<file path="config.mk">
export PLATFORM = sky130hd
export DESIGN_NAME = slf_front
export DESIGN_NICKNAME = d
export VERILOG_FILES = /design/src/rtl/slf_fifo.v /design/src/rtl/slf_uart_tx.v /design/src/rtl/slf_front.v
export VERILOG_INCLUDE_DIRS = /design/src /design/src/rtl
export SDC_FILE = /design/constraint.sdc
export NUM_CORES = 1
export LEC_CHECK = 0
export ABC_AREA = 1
export ABC_CLOCK_PERIOD_IN_PS = 2200
export BUFFER_PORTS_ARGS = -buffer_cell sky130_fd_sc_hd__buf_2
export CAP_MARGIN = 40
export CORE_ASPECT_RATIO = 0.7
export CORE_UTILIZATION = 54
export DETAILED_ROUTE_END_ITERATION = 12
export MAX_ROUTING_LAYER = met4
export PLACE_DENSITY = 0.79
export SYNTH_ARGS = -nofsm -noshare
export SYNTH_HDL_FRONTEND = slang
export SYNTH_SLANG_ARGS = --single-unit
</file>
<file path="constraint.sdc">
create_clock -name i_clock -period 2.2 [get_ports i_clock]
set_input_delay 0 -clock i_clock [delete_from_list [all_inputs] [get_ports i_clock]]
set_output_delay 0 -clock i_clock [all_outputs]
set_load 0.005 [all_outputs]
</file>
<file path="src/rtl/slf_defines.vh">
// Shared constants of the serial loader link front end.
// Assumes a single 20 MHz system clock taken straight from the crystal.
`ifndef SLF_DEFINES_VH
`define SLF_DEFINES_VH
// ----------------------------------------------------------------------
// Clock and character format.
// ----------------------------------------------------------------------
`define SLF_CLK_HZ 20000000
`define SLF_DATA_BITS 4'h8
`define SLF_STOP_INDEX 4'h9
// ----------------------------------------------------------------------
// Byte values on the link.
// ----------------------------------------------------------------------
`define SLF_SYNC_BYTE 8'h55
`define SLF_ACK_BYTE 8'hCC
`define SLF_NAK_BYTE 8'h33
`define SLF_IDLE_BYTE 8'h00
// ----------------------------------------------------------------------
// Baud detection.
// ----------------------------------------------------------------------
`define SLF_DIV_W 20
`define SLF_SPAN_FALLS 4'h7
`define SLF_SPAN_SHIFT 4
`define SLF_MIN_DIV 20'h00010
`define SLF_MAX_SPAN 20'hFFFFF
// ----------------------------------------------------------------------
// Transmit buffer.
// ----------------------------------------------------------------------
`define SLF_FIFO_WIDTH 8
`define SLF_FIFO_DEPTH 8
`define SLF_FIFO_AW 3
`endif

</file>
<file path="src/rtl/slf_fifo.v">
// Small synchronous FIFO with valid and ready on both sides.
// Assumes one clock; DEPTH is a power of two equal to 2**AW.
`timescale 1ns/1ps
`default_nettype none
module slf_fifo #(
  parameter WIDTH = 8,
  parameter DEPTH = 8,
  parameter AW = 3
) (
  input wire i_clock, // System clock.
  input wire i_rst_b, // Asynchronous reset, active low.
  input wire i_in_valid, // Writer offers a word.
  output reg o_in_ready, // Room for a word.
  input wire [WIDTH-1:0] i_in_data, // Word written.
  output reg o_out_valid, // A word is waiting.
  input wire i_out_ready, // Reader takes the word.
  output wire [WIDTH-1:0] o_out_data // Oldest word.
);
  localparam [AW:0] FULL = DEPTH;
  reg [WIDTH-1:0] mem [0:DEPTH-1];
  reg [AW-1:0] wr_ptr;
  reg [AW-1:0] rd_ptr;
  reg [AW:0] count;
  reg [AW:0] next_count;
  wire push = i_in_valid && o_in_ready;
  wire pop = o_out_valid && i_out_ready;

  assign o_out_data = mem[rd_ptr];

  // Next fill level from this cycle's push and pop.
  always @* begin
    next_count = count;
    if (push && !pop) begin
      next_count = count + 1'b1;
    end else if (pop && !push) begin
      next_count = count - 1'b1;
    end
  end

  // Storage has no reset; only written words are read.
  always @(posedge i_clock) begin
    if (push) begin
      mem[wr_ptr] <= i_in_data;
    end
  end

  // Pointers and registered full and empty flags.
  always @(posedge i_clock or negedge i_rst_b) begin
    if (!i_rst_b) begin
      wr_ptr <= {AW{1'b0}};
      rd_ptr <= {AW{1'b0}};
      count <= {(AW+1){1'b0}};
      o_in_ready <= 1'b1;
      o_out_valid <= 1'b0;
    end else begin
      if (push) begin
        wr_ptr <= wr_ptr + 1'b1;
      end
      if (pop) begin
        rd_ptr <= rd_ptr + 1'b1;
      end
      count <= next_count;
      o_in_ready <= (next_count != FULL);
      o_out_valid <= (next_count != {(AW+1){1'b0}});
    end
  end
endmodule
`default_nettype wire

</file>
<file path="src/rtl/slf_uart_tx.v">
// Asynchronous transmitter: one start bit, eight data bits, one stop bit.
// Assumes i_div is at least sixteen and steady while busy.
`timescale 1ns/1ps
`default_nettype none
`include "slf_defines.vh"
module slf_uart_tx (
  input wire i_clock, // System clock.
  input wire i_rst_b, // Asynchronous reset, active low.
  input wire [`SLF_DIV_W-1:0] i_div, // Clocks per bit.
  input wire i_start, // Start a character when idle.
  input wire [7:0] i_data, // Character to send.
  output reg o_busy, // Character in progress.
  output reg o_line // Serial line, idles high.
);
  reg [9:0] shift;
  reg [3:0] bits;
  reg [`SLF_DIV_W-1:0] cnt;

  // Frame shifter; the stop bit is held a full bit time before idling.
  always @(posedge i_clock or negedge i_rst_b) begin
    if (!i_rst_b) begin
      shift <= 10'h3FF;
      bits <= 4'h0;
      cnt <= {`SLF_DIV_W{1'b0}};
      o_busy <= 1'b0;
      o_line <= 1'b1;
    end else if (!o_busy) begin
      o_line <= 1'b1;
      if (i_start) begin
        shift <= {1'b1, i_data, 1'b0};
        bits <= 4'hA;
        cnt <= {`SLF_DIV_W{1'b0}};
        o_busy <= 1'b1;
      end
    end else if (cnt != {`SLF_DIV_W{1'b0}}) begin
      cnt <= cnt - 1'b1;
    end else if (bits == 4'h0) begin
      o_busy <= 1'b0;
      o_line <= 1'b1;
    end else begin
      o_line <= shift[0];
      shift <= {1'b1, shift[9:1]};
      cnt <= i_div - 1'b1;
      bits <= bits - 1'b1;
    end
  end
endmodule
`default_nettype wire

</file>
<file path="src/rtl/slf_front.v">
// Link front end of a boot-time serial loader: async port with baud
// detection and a host-clocked synchronous slave port, one byte stream.
// Assumes loader logic on the user ports; link pins are asynchronous.
//
// How it works
// - Both ports carry the same byte stream to and from the loader.
// - First port that locks is used alone until reset or handover.
// - Async characters are eight data bits, no parity, one stop bit.
// - Async bit time is at least sixteen clocks.
// - Falling edges of the pattern are timed to derive the baud divisor.
// - After detection one 0xCC byte goes out at the detected rate.
// - Sync link uses polarity one, phase one, most significant bit first.
// - On the sync link the block is a slave and never makes the clock.
// - Loader runs from the crystal with the PLL kept off.
// - Packets are answered with 0xCC when good or 0x33 when faulty.
// - The first non-zero byte is the host's answer.
`timescale 1ns/1ps
`default_nettype none
`include "slf_defines.vh"
module slf_front (
  input wire i_clock, // System clock, 20 MHz.
  input wire i_rst_b, // Asynchronous reset, active low.
  input wire i_async_rx, // Async receive pin.
  output wire o_async_tx, // Async transmit pin.
  input wire i_sync_clk, // Sync clock pin from the host.
  input wire i_sync_sel_b, // Sync slave select, active low.
  input wire i_sync_mosi, // Sync data from the host.
  output reg o_sync_miso, // Sync data to the host.
  output reg o_sync_miso_oe, // Drive enable for the data-out pin.
  output reg [7:0] o_rx_data, // Received byte.
  output reg o_rx_valid, // Pulse: o_rx_data is new.
  input wire [7:0] i_tx_data, // Byte to send.
  input wire i_tx_valid, // Byte offered.
  output wire o_tx_ready, // Transmit buffer has room.
  input wire i_send_ack, // Pulse: queue one acknowledge byte.
  input wire i_send_nak, // Pulse: queue one negative acknowledge byte.
  input wire i_resp_arm, // Pulse: wait for the host's answer byte.
  output reg o_resp_valid, // Pulse: host answer seen.
  output reg o_resp_ack, // Last answer was an acknowledge.
  output reg o_resp_nak, // Last answer was a negative acknowledge.
  input wire i_handover, // Pulse: new code takes over, listen again.
  output wire o_async_sel, // Async port locked.
  output wire o_sync_sel, // Sync port locked.
  output reg [`SLF_DIV_W-1:0] o_baud_div, // Detected clocks per bit.
  output reg o_pll_enable // PLL enable, held off.
);
  // --------------------------------------------------------------------
  // States.
  // --------------------------------------------------------------------
  localparam [2:0] PS_LISTEN = 3'h1;
  localparam [2:0] PS_ASYNC = 3'h2;
  localparam [2:0] PS_SYNC = 3'h4;
  localparam [3:0] AB_IDLE = 4'h1;
  localparam [3:0] AB_MEAS = 4'h2;
  localparam [3:0] AB_SETTLE = 4'h4;
  localparam [3:0] AB_RUN = 4'h8;

  reg [2:0] port_state;
  reg [3:0] ab_state;
  reg [`SLF_DIV_W-1:0] span;
  reg [3:0] falls;
  reg rx_busy;
  reg [`SLF_DIV_W-1:0] rx_cnt;
  reg [3:0] rx_bits;
  reg [7:0] rx_shift;
  reg async_stb;
  reg [7:0] async_data;
  reg [2:0] spi_bits;
  reg [7:0] spi_in;
  reg [7:0] spi_out;
  reg sync_stb;
  reg [7:0] sync_data;
  reg ack_pend;
  reg nak_pend;
  reg resp_armed;
  wire tx_busy;
  wire fifo_valid;
  wire [7:0] fifo_data;

  // --------------------------------------------------------------------
  // Pin synchronisers.
  // --------------------------------------------------------------------
  wire [3:0] pin_raw = {i_sync_mosi, i_sync_sel_b, i_sync_clk, i_async_rx};
  wire [3:0] pin_s;
  wire [3:0] pin_p;
  genvar g;
  generate
    for (g = 0; g < 4; g = g + 1) begin : g_sync
      reg meta;
      reg stage;
      reg prev;
      // Two flops per pin, a third for edge finding; all idle high.
      always @(posedge i_clock or negedge i_rst_b) begin
        if (!i_rst_b) begin
          meta <= 1'b1;
          stage <= 1'b1;
          prev <= 1'b1;
        end else begin
          meta <= pin_raw[g];
          stage <= meta;
          prev <= stage;
        end
      end
      assign pin_s[g] = stage;
      assign pin_p[g] = prev;
    end
  endgenerate

  wire rx = pin_s[0];
  wire rx_fall = pin_p[0] && !pin_s[0];
  wire sclk_rise = !pin_p[1] && pin_s[1];
  wire sclk_fall = pin_p[1] && !pin_s[1];
  wire sel_b = pin_s[2];
  wire mosi = pin_s[3];

  // --------------------------------------------------------------------
  // Port selection and transmit source.
  // --------------------------------------------------------------------
  wire async_ok = (port_state != PS_SYNC);
  wire sync_ok = (port_state != PS_ASYNC);
  wire spi_on = sync_ok && !sel_b;
  wire spi_load = spi_on && sclk_fall && (spi_bits == 3'h0);
  wire have_byte = ack_pend || nak_pend || fifo_valid;
  wire tx_go = (ab_state == AB_RUN) && !tx_busy && have_byte;
  wire take = tx_go || spi_load;
  wire fifo_pop = take && !ack_pend && !nak_pend;
  wire spi_last = spi_on && sclk_rise && (spi_bits == 3'h7);
  wire [7:0] tx_byte = ack_pend ? `SLF_ACK_BYTE :
                       nak_pend ? `SLF_NAK_BYTE :
                       fifo_valid ? fifo_data : `SLF_IDLE_BYTE;
  wire ab_done = (ab_state == AB_SETTLE) &&
                 (span == (o_baud_div + {1'b0, o_baud_div[`SLF_DIV_W-1:1]}));
  wire byte_stb = async_stb || sync_stb;
  wire [7:0] byte_val = async_stb ? async_data : sync_data;

  assign o_async_sel = port_state[1];
  assign o_sync_sel = port_state[2];

  // Port lock: async on a detected pattern, sync on a whole frame.
  always @(posedge i_clock or negedge i_rst_b) begin
    if (!i_rst_b) begin
      port_state <= PS_LISTEN;
    end else begin
      case (port_state)
        PS_LISTEN: begin
          if (ab_state == AB_MEAS && rx_fall && falls == `SLF_SPAN_FALLS &&
              (span >> `SLF_SPAN_SHIFT) >= `SLF_MIN_DIV) begin
            port_state <= PS_ASYNC;
          end else if (spi_last) begin
            port_state <= PS_SYNC;
          end
        end
        PS_ASYNC: begin
          if (i_handover) begin
            port_state <= PS_LISTEN;
          end
        end
        PS_SYNC: begin
          if (i_handover) begin
            port_state <= PS_LISTEN;
          end
        end
        default: begin
          port_state <= PS_LISTEN;
        end
      endcase
    end
  end

  // --------------------------------------------------------------------
  // Baud detection.
  // --------------------------------------------------------------------
  // Sixteen bit times of pattern, shifted right by four, give the divisor.
  // Settling waits for 1.5 idle bit times before the receiver starts.
  always @(posedge i_clock or negedge i_rst_b) begin
    if (!i_rst_b) begin
      ab_state <= AB_IDLE;
      span <= {`SLF_DIV_W{1'b0}};
      falls <= 4'h0;
      o_baud_div <= `SLF_MIN_DIV;
    end else if (i_handover || port_state == PS_SYNC) begin
      ab_state <= AB_IDLE;
    end else begin
      case (ab_state)
        AB_IDLE: begin
          if (port_state == PS_LISTEN && rx_fall) begin
            ab_state <= AB_MEAS;
            span <= {{(`SLF_DIV_W-1){1'b0}}, 1'b1}; // Fall cycle counts.
            falls <= 4'h0;
          end
        end
        AB_MEAS: begin
          span <= span + 1'b1;
          if (span == `SLF_MAX_SPAN) begin
            ab_state <= AB_IDLE;
          end else if (rx_fall) begin
            falls <= falls + 1'b1;
            if (falls == `SLF_SPAN_FALLS) begin
              if ((span >> `SLF_SPAN_SHIFT) >= `SLF_MIN_DIV) begin
                o_baud_div <= span >> `SLF_SPAN_SHIFT;
                ab_state <= AB_SETTLE;
                span <= {`SLF_DIV_W{1'b0}};
              end else begin
                ab_state <= AB_IDLE;
              end
            end
          end
        end
        AB_SETTLE: begin
          if (!rx) begin
            span <= {`SLF_DIV_W{1'b0}};
          end else if (ab_done) begin
            ab_state <= AB_RUN;
          end else begin
            span <= span + 1'b1;
          end
        end
        AB_RUN: begin
          ab_state <= AB_RUN;
        end
        default: begin
          ab_state <= AB_IDLE;
        end
      endcase
    end
  end

  // --------------------------------------------------------------------
  // Async receiver.
  // --------------------------------------------------------------------
  // Samples mid-bit; drops start glitches and characters with a low stop bit.
  always @(posedge i_clock or negedge i_rst_b) begin
    if (!i_rst_b) begin
      rx_busy <= 1'b0;
      rx_cnt <= {`SLF_DIV_W{1'b0}};
      rx_bits <= 4'h0;
      rx_shift <= 8'h00;
      async_stb <= 1'b0;
      async_data <= 8'h00;
    end else begin
      async_stb <= 1'b0;
      if (!rx_busy) begin
        if (ab_state == AB_RUN && rx_fall) begin
          rx_busy <= 1'b1;
          rx_cnt <= {1'b0, o_baud_div[`SLF_DIV_W-1:1]};
          rx_bits <= 4'h0;
        end
      end else if (rx_cnt != {`SLF_DIV_W{1'b0}}) begin
        rx_cnt <= rx_cnt - 1'b1;
      end else begin
        rx_cnt <= o_baud_div - 1'b1;
        rx_bits <= rx_bits + 1'b1;
        if (rx_bits == 4'h0) begin
          rx_busy <= !rx;
        end else if (rx_bits == `SLF_STOP_INDEX) begin
          rx_busy <= 1'b0;
          async_stb <= rx;
          async_data <= rx_shift;
        end else begin
          rx_shift <= {rx, rx_shift[7:1]};
        end
      end
    end
  end

  // --------------------------------------------------------------------
  // Sync slave.
  // --------------------------------------------------------------------
  // Clock idles high: out on the fall, in on the rise; deselect drops a partial byte.
  always @(posedge i_clock or negedge i_rst_b) begin
    if (!i_rst_b) begin
      spi_bits <= 3'h0;
      spi_in <= 8'h00;
      spi_out <= 8'h00;
      sync_stb <= 1'b0;
      sync_data <= 8'h00;
      o_sync_miso <= 1'b1;
      o_sync_miso_oe <= 1'b0;
    end else begin
      sync_stb <= 1'b0;
      o_sync_miso_oe <= spi_on;
      if (!spi_on) begin
        spi_bits <= 3'h0;
      end else begin
        if (sclk_fall) begin
          if (spi_bits == 3'h0) begin
            o_sync_miso <= tx_byte[7];
            spi_out <= {tx_byte[6:0], 1'b0};
          end else begin
            o_sync_miso <= spi_out[7];
            spi_out <= {spi_out[6:0], 1'b0};
          end
        end
        if (sclk_rise) begin
          spi_in <= {spi_in[6:0], mosi};
          spi_bits <= spi_bits + 1'b1;
          if (spi_bits == 3'h7) begin
            sync_stb <= 1'b1;
            sync_data <= {spi_in[6:0], mosi};
          end
        end
      end
    end
  end

  // --------------------------------------------------------------------
  // Answer bytes, received stream and host answer capture.
  // --------------------------------------------------------------------
  // A new request wins over the clear caused by sending the byte.
  always @(posedge i_clock or negedge i_rst_b) begin
    if (!i_rst_b) begin
      ack_pend <= 1'b0;
      nak_pend <= 1'b0;
      resp_armed <= 1'b0;
      o_rx_valid <= 1'b0;
      o_rx_data <= 8'h00;
      o_resp_valid <= 1'b0;
      o_resp_ack <= 1'b0;
      o_resp_nak <= 1'b0;
      o_pll_enable <= 1'b0;
    end else begin
      o_pll_enable <= 1'b0;
      ack_pend <= i_send_ack || ab_done || (ack_pend && !take);
      nak_pend <= i_send_nak || (nak_pend && !(take && !ack_pend));
      o_rx_valid <= byte_stb;
      if (byte_stb) begin
        o_rx_data <= byte_val;
      end
      o_resp_valid <= resp_armed && byte_stb && (byte_val != `SLF_IDLE_BYTE);
      if (resp_armed && byte_stb && byte_val != `SLF_IDLE_BYTE) begin
        o_resp_ack <= (byte_val == `SLF_ACK_BYTE);
        o_resp_nak <= (byte_val == `SLF_NAK_BYTE);
      end
      resp_armed <= i_resp_arm ||
                    (resp_armed && !(byte_stb && byte_val != `SLF_IDLE_BYTE));
    end
  end

  // --------------------------------------------------------------------
  // Transmit buffer and async transmitter.
  // --------------------------------------------------------------------
  slf_fifo #(
    .WIDTH(`SLF_FIFO_WIDTH),
    .DEPTH(`SLF_FIFO_DEPTH),
    .AW(`SLF_FIFO_AW)
  ) u_fifo (
    .i_clock(i_clock),
    .i_rst_b(i_rst_b),
    .i_in_valid(i_tx_valid),
    .o_in_ready(o_tx_ready),
    .i_in_data(i_tx_data),
    .o_out_valid(fifo_valid),
    .i_out_ready(fifo_pop),
    .o_out_data(fifo_data)
  );

  slf_uart_tx u_tx (
    .i_clock(i_clock),
    .i_rst_b(i_rst_b),
    .i_div(o_baud_div),
    .i_start(tx_go),
    .i_data(tx_byte),
    .o_busy(tx_busy),
    .o_line(o_async_tx)
  );
endmodule
`default_nettype wire

</file>
After elaboration in Yosys (flattened, before gate mapping) --
Memories as Yosys holds them, arrays and structs flattened. Cells that the tools add are included.
Cells by class: reductions and logical operators 74, bitwise logic cells 5, muxes and demuxes 74, equality and inequality tests 32, order comparisons 1, add/sub/neg operators 13
Operators with widths (count):
- 20-bit two-way mux | 14
- 4-bit two-way mux | 19
- 20-bit case mux with 3 select lines | 1
- 10-bit two-way mux | 4
- 8-bit two-way mux | 5
- 20-bit nonzero test | 2
- 20-bit by 1-bit subtractor with 20-bit output (second input constant) | 2
- 1-bit logical AND | 28
- 1-bit two-way mux | 22
- 20-bit by 1-bit adder with 20-bit output (second input constant) | 1
- 20-bit by 17-bit == test with 1-bit output | 1
- 20-bit == test (second input constant) | 1
- 3-bit two-way mux | 6
- 16-bit by 15-bit adder with 17-bit output | 1
- 16-bit by 1-bit subtractor with 17-bit output (second input constant) | 1
- 16-bit by 5-bit greater-or-equal comparator with 1-bit output (second input constant) | 1
- 4-bit case mux with 4 select lines | 1
- 2-bit inequality test (second input constant) | 7
- 4-bit by 1-bit adder with 4-bit output (second input constant) | 3
- 1-bit logical NOT | 12
- 3-bit inequality test (second input constant) | 4
- 4-bit AND reduction | 3
- 2-bit AND reduction | 5
- 5-bit AND reduction | 2
- other kinds (29) | 53
Storage, ports and cells: output and inout bits 39, input port bits 19, word-level logic and storage cells 246, flip-flop bits (word level) 191, RAM bits 64, memories 1
Memories:
- u_fifo.mem | words 8, bits a word 8, read ports 1, clocked after memory_dff 0, write ports 1, RTL line slf_fifo.v:20 | reg [WIDTH-1:0] mem [0:DEPTH-1];

Depth between registers and ports, before layout --
depth in word-level cells 12, gate-level depth with buffers 21, mapped depth without buffers 20

Modules after synthesis --
From an unflattened synthesis, not the netlist that was laid out.
Unflattened totals: cell total of the unflattened synthesis 1797, area, all modules 14513.9 µm²
Modules (own cells, without submodules):
- slf_front | cells an instance 1195, times used 1, area an instance 9018.6 µm²
- slf_fifo | cells an instance 284, times used 1, area an instance 3169.3 µm²
- slf_uart_tx | cells an instance 318, times used 1, area an instance 2326.0 µm²

Least setup slack after synthesis --
No wires, ideal clock.
path type flip-flop to flip-flop, start register o_baud_div[1], end register span[8], cell stages (with the launch flop) 17, path slack -0.240 ns, setup time 0.117 ns, buffers on the path 1, data arrival time 2.323 ns, cells stage by stage dfrtp_1 -> ha_1 -> fa_1 -> or2_2 -> nand3_1 -> nand2_1 -> nor2_1 -> nand2_1 -> nor2_1 -> nand3b_1 -> nor2_1 -> nand2_1 -> nor2_2 -> nand3_1 -> buf_2 -> nand3_1 -> nand2_1
Between the ends: longest elaborated chain between the ends 5
Ends and longest elaborated chain:
- start: declaration | RTL line slf_front.v:44 | output reg [`SLF_DIV_W-1:0] o_baud_div,
- start signal: assignment | RTL line slf_front.v:180 | o_baud_div <= `SLF_MIN_DIV;
- start signal: assignment | RTL line slf_front.v:200 | o_baud_div <= span >> `SLF_SPAN_SHIFT;
- 16-bit by 15-bit adder with 17-bit output | RTL line slf_front.v:132 | (span == (o_baud_div + {1'b0, o_baud_div[`SLF_DIV_W-1:1]}));
- 20-bit by 17-bit == test with 1-bit output | RTL line slf_front.v:132
- 1-bit logical AND | RTL line slf_front.v:131 | wire ab_done = (ab_state == AB_SETTLE) &&
- 3-bit inequality test (no source line)
- 4-bit AND reduction (no source line)
- end signal: assignment | RTL line slf_front.v:178 | span <= {`SLF_DIV_W{1'b0}};
- end signal: assignment | RTL line slf_front.v:188 | span <= {{(`SLF_DIV_W-1){1'b0}}, 1'b1};
- end signal: assignment | RTL line slf_front.v:193 | span <= span + 1'b1;
- end: declaration | RTL line slf_front.v:60 | reg [`SLF_DIV_W-1:0] span;
Every way passes these cells. A chain may end at the register's enable or synchronous reset.

Worst setup path in the final report --
start register o_baud_div[1], end register span[14]
The elaborated chain is that of the path after synthesis.

==> results.md <==
- Clock-pin slew on the worst setup and hold paths: roughly 0.060 ns
- Register-to-Register Setup Slack: -0.59 ns
- First-pass GRT wire length: 61000 microns
- Total CTS buffers: 26
- I/O Buffers: 52
- Nets: approximately 2.0k
- Combinational share of power: 0.165
- Crit Path Max Fanout: 12
- Worst Max-Slew Pin Slew: around 0.97 ns
- Placer Congestion: 1.00
- Clk sinks: between 200 and 300
- Synth Flop Type: dfrtp_1
- Most frequent cell after synthesis: nand2_1
- Antenna diodes: 0
- Final slew viol count: 0
- Post-Route WL: 39000 microns
- Worst-skew pair later-pin latency: 0.57 ns
- Fin Hold WS: approximately 0.0034 ns
- Final ANT Viol Nets: 0
- Effective utilization at floorplan: 0.550
- Synth Register Bits: roughly 250
- Synthesized instance count: about 1.7k
- Worst path buffer plus inverter count: 1
- Initial antenna violation count: 0
- RSZ-0062 raised after global routing: yes
- Dpl hpwl: 27000 microns
- Reported max-cap violation count: 0
- Drt wl/cell: 17.0 microns
- Post-synth top area share: 0.290
- Remaining DRCs: 0
- Switching Fraction: 0.273
- Max Buffers Root-to-Sink: 3
- Layout overhead on the synthesized area: 25.5%
- Final Setup Violations: 27
- Top delay family on crit path: simple AND/OR/NAND/NOR gates
- Min cycle time layout: between 2 and 3 ns
- Vias/cell: approximately 5.7
- Share of flip-flops with an asynchronous set or reset: 0.747
- Worst path required time: roughly 2.7 ns
- Mean post-synth cell area: between 8 and 9 sq um
- Row Count: 49
- Vias in the first global route: roughly 12k
- P per Cell Area: just over 700 mW/mm^2
- Worst slew margin: 0.347
- Fin. Hold Viols: 0
- Net switching power figure: about 3400 uW
- CP cell instances: ha_4 > fa_2 > xnor2_1 > nand3_1 > nor2_1 > nand2_1 > nor2_1 > nand3b_1 > nor2_1 > nand2_1 > nor2_4 > nand3_4 > buf_4 > nand3_1 > nand2_1
- Number of synthesized flops with an enable pin: 64
- Core area: around 0.026 sq mm
- Failing checks: setup timing
- Synth unique cells: 65
- CP Capture Type: flip-flop
- Largest net degree at the start of global routing: 67
- Ranking of synthesized cells by area: dfrtp_1 (29%), edfxtp_1 (14%), nand2_1 (9.6%), inv_1 (6.0%), o21ai_0 (5.5%)
- Peak supply drop: a little over 0.0008 V
- Startpoint types: flip-flop
- Run status: finished with violations
- Die Ht: about 140 microns
- Boundary pin count: between 50 and 60
- Pwr Total: about 13000 uW
- Worst slack, placed: -0.488 ns
- Gr ovfl total: 0
- H-tree Lvls: 1
- Worst hold path type: in2async
- Clock Skew: roughly 0.024 ns
- Leakage: between 0.008 and 0.009 uW
- Drt initial violations: 1171
- Layout cells sized above 1: 0.225
- Pre-antenna DRT Iters: 8
- CP max stage delay: approximately 0.57 ns
- Slowest-stage cell, CP: fa_2
- Root buf cell: clkbuf_16
- Clock tree from TritonCTS: built
- Int Power: around 9100 uW
- Sequential share of power: 0.432
- GRT Total Usage: 0.294
- List of most frequent post-synthesis cells: nand2_1 (362), inv_1 (225), dfrtp_1 (164), nor2_1 (163), o21ai_0 (154)
- DIE AREA: about 0.027 sq mm
- Clock group share of total power: 0.404
- Syn. warnings: 0
- Setup TNS Final: -13.46 ns
- Die W: slightly below 200 microns
- Post-synthesis instance area: about 0.014 sq mm
- Tcrit/Tclk final: 1.27
- Seq/Total Area, Yosys: 0.473
- Via count: ~13k
- Crit Path Class: reg2reg
- Final setup margin: -0.587 ns
- Worst path arrival time: ~3.2 ns
- Fmax: roughly 360 MHz
- Synth area leader: dfrtp_1
through the flow:
stage / instances / utilization / instance area [sq um]
floorplan: 1715 / - / 14200
finish: 2289 / 0.691 / 17700
detailed placement: 2206 / 0.619 / 15900
CTS: 2277 / 0.672 / 17300
global placement: 2206 / 0.619 / 15900
global route: 2289 / 0.691 / 17700
what timing repair did:
action                                  4_1_cts  5_1_grt
endpoints found under the setup margin       36      119
setup buffers                                 4       11
resized for setup                            33      101
gates cloned                                  1        2
hold buffers                                 18        0
pin swaps                                    17       27
hold endpoints to repair                    247        0
cell usage in the layout, fill, tap and decap left out, types with 18 or more instances in the layout:
cell type,Yosys,layout
a21oi_1,29,25
buf_2,14,51
buf_4,7,163
clkbuf_16,0,29
dfrtp_1,164,160
dfstp_2,25,25
dlygate4sd3_1,0,18
edfxtp_1,64,64
ha_1,51,43
inv_1,225,216
nand2_1,362,328
nand2_2,3,28
nand3_1,117,107
nand4_1,22,22
nor2_1,163,146
nor2_2,5,19
nor3_1,33,32
o21ai_0,154,143
o21ai_1,16,24
o22ai_1,28,28
xor2_1,53,51
cell type report:
cell class              instances  area (sq um)
inverters                     232           880
repair buffers                246          1910
multi-input cells            1179          6860
clock buffers                  34           742
fillers                      1918          7950
flip-flops and latches        253          6690
clock inverters                14           251
well taps                     331           414
cells by family (layout without fill, tap and decap cells):
| logic type | after synthesis | in the layout | synth area share |
|---|---|---|---|
| compound gates | 310 | 310 | 0.131 |
| xor+xnor | 66 | 66 | 0.0414 |
| fa+ha+maj | 52 | 52 | 0.0466 |
| buf+inv | 283 | 526 | 0.0789 |
| flops | 253 | 253 | 0.473 |
| other cells | 1 | 5 | 0.000265 |
| simple gates | 746 | 746 | 0.230 |
state kept, by name, indices dropped and copies added, names as in the netlist, 4 cells and up:
name	count
u_tx.shift	9
u_tx.cnt	20
ab_state	4
span	20
spi_in	7
sync_data	8
g_sync.stage	4
falls	4
o_baud_div	16
rx_shift	8
rx_bits	4
async_data	8
g_sync.meta	4
rx_cnt	20
u_tx.bits	4
spi_out	7
u_fifo.count	4
o_rx_data	8
u_fifo.mem	64
power by group through the flow:
stage | Sequential (uW) | Combinational [uW] | Clock (uW)
final | 5420 | 2070 | 5070
after global routing | 5450 | 2260 | 5300
after CTS | 5410 | 1770 | 5130
after detailed placement | 5490 | 1640 | 0
after global placement | 5480 | 1600 | 0
after floorplan | 5460 | 1060 | 0
final timing paths:
check	from	end	cells past startpoint
hold / removal	i_rst_b	u_tx.bits[0]$_DFFE_PN0P_	2
setup / recovery	o_baud_div[1]$_DFFE_PN0P_	span[14]$_DFFE_PN0P_	15
min in group i_clock	i_sync_clk	g_sync[1].meta$_DFF_PN1_	2
hold reg to reg	g_sync[3].meta$_DFF_PN1_	g_sync[3].stage$_DFF_PN1_	0
setup reg to reg	o_baud_div[1]$_DFFE_PN0P_	span[14]$_DFFE_PN0P_	15
max in group asynchronous	i_rst_b	u_tx.shift[4]$_DFFE_PN1P_	3
metal layers:
layer,global-route usage,routed length [microns],vias to the layer above
met3,0.0504,3310,83
met4,0.0709,790,0
met5,-,0,-
met1,0.423,17600,6154
met2,0.433,17300,586
li1,-,-,6145
worst register-to-register path, cell delays in order (launching register included):
cell	delay, ns
dfrtp_2	0.44
ha_4	0.18
fa_2	0.57
xnor2_1	0.12
nand3_1	0.09
nor2_1	0.11
nand2_1	0.06
nor2_1	0.10
nand3b_1	0.08
nor2_1	0.09
nand2_1	0.09
nor2_4	0.20
nand3_4	0.14
buf_4	0.21
nand3_1	0.10
nand2_1	0.08
No activity file was read; power rests on OpenSTA's default activity.
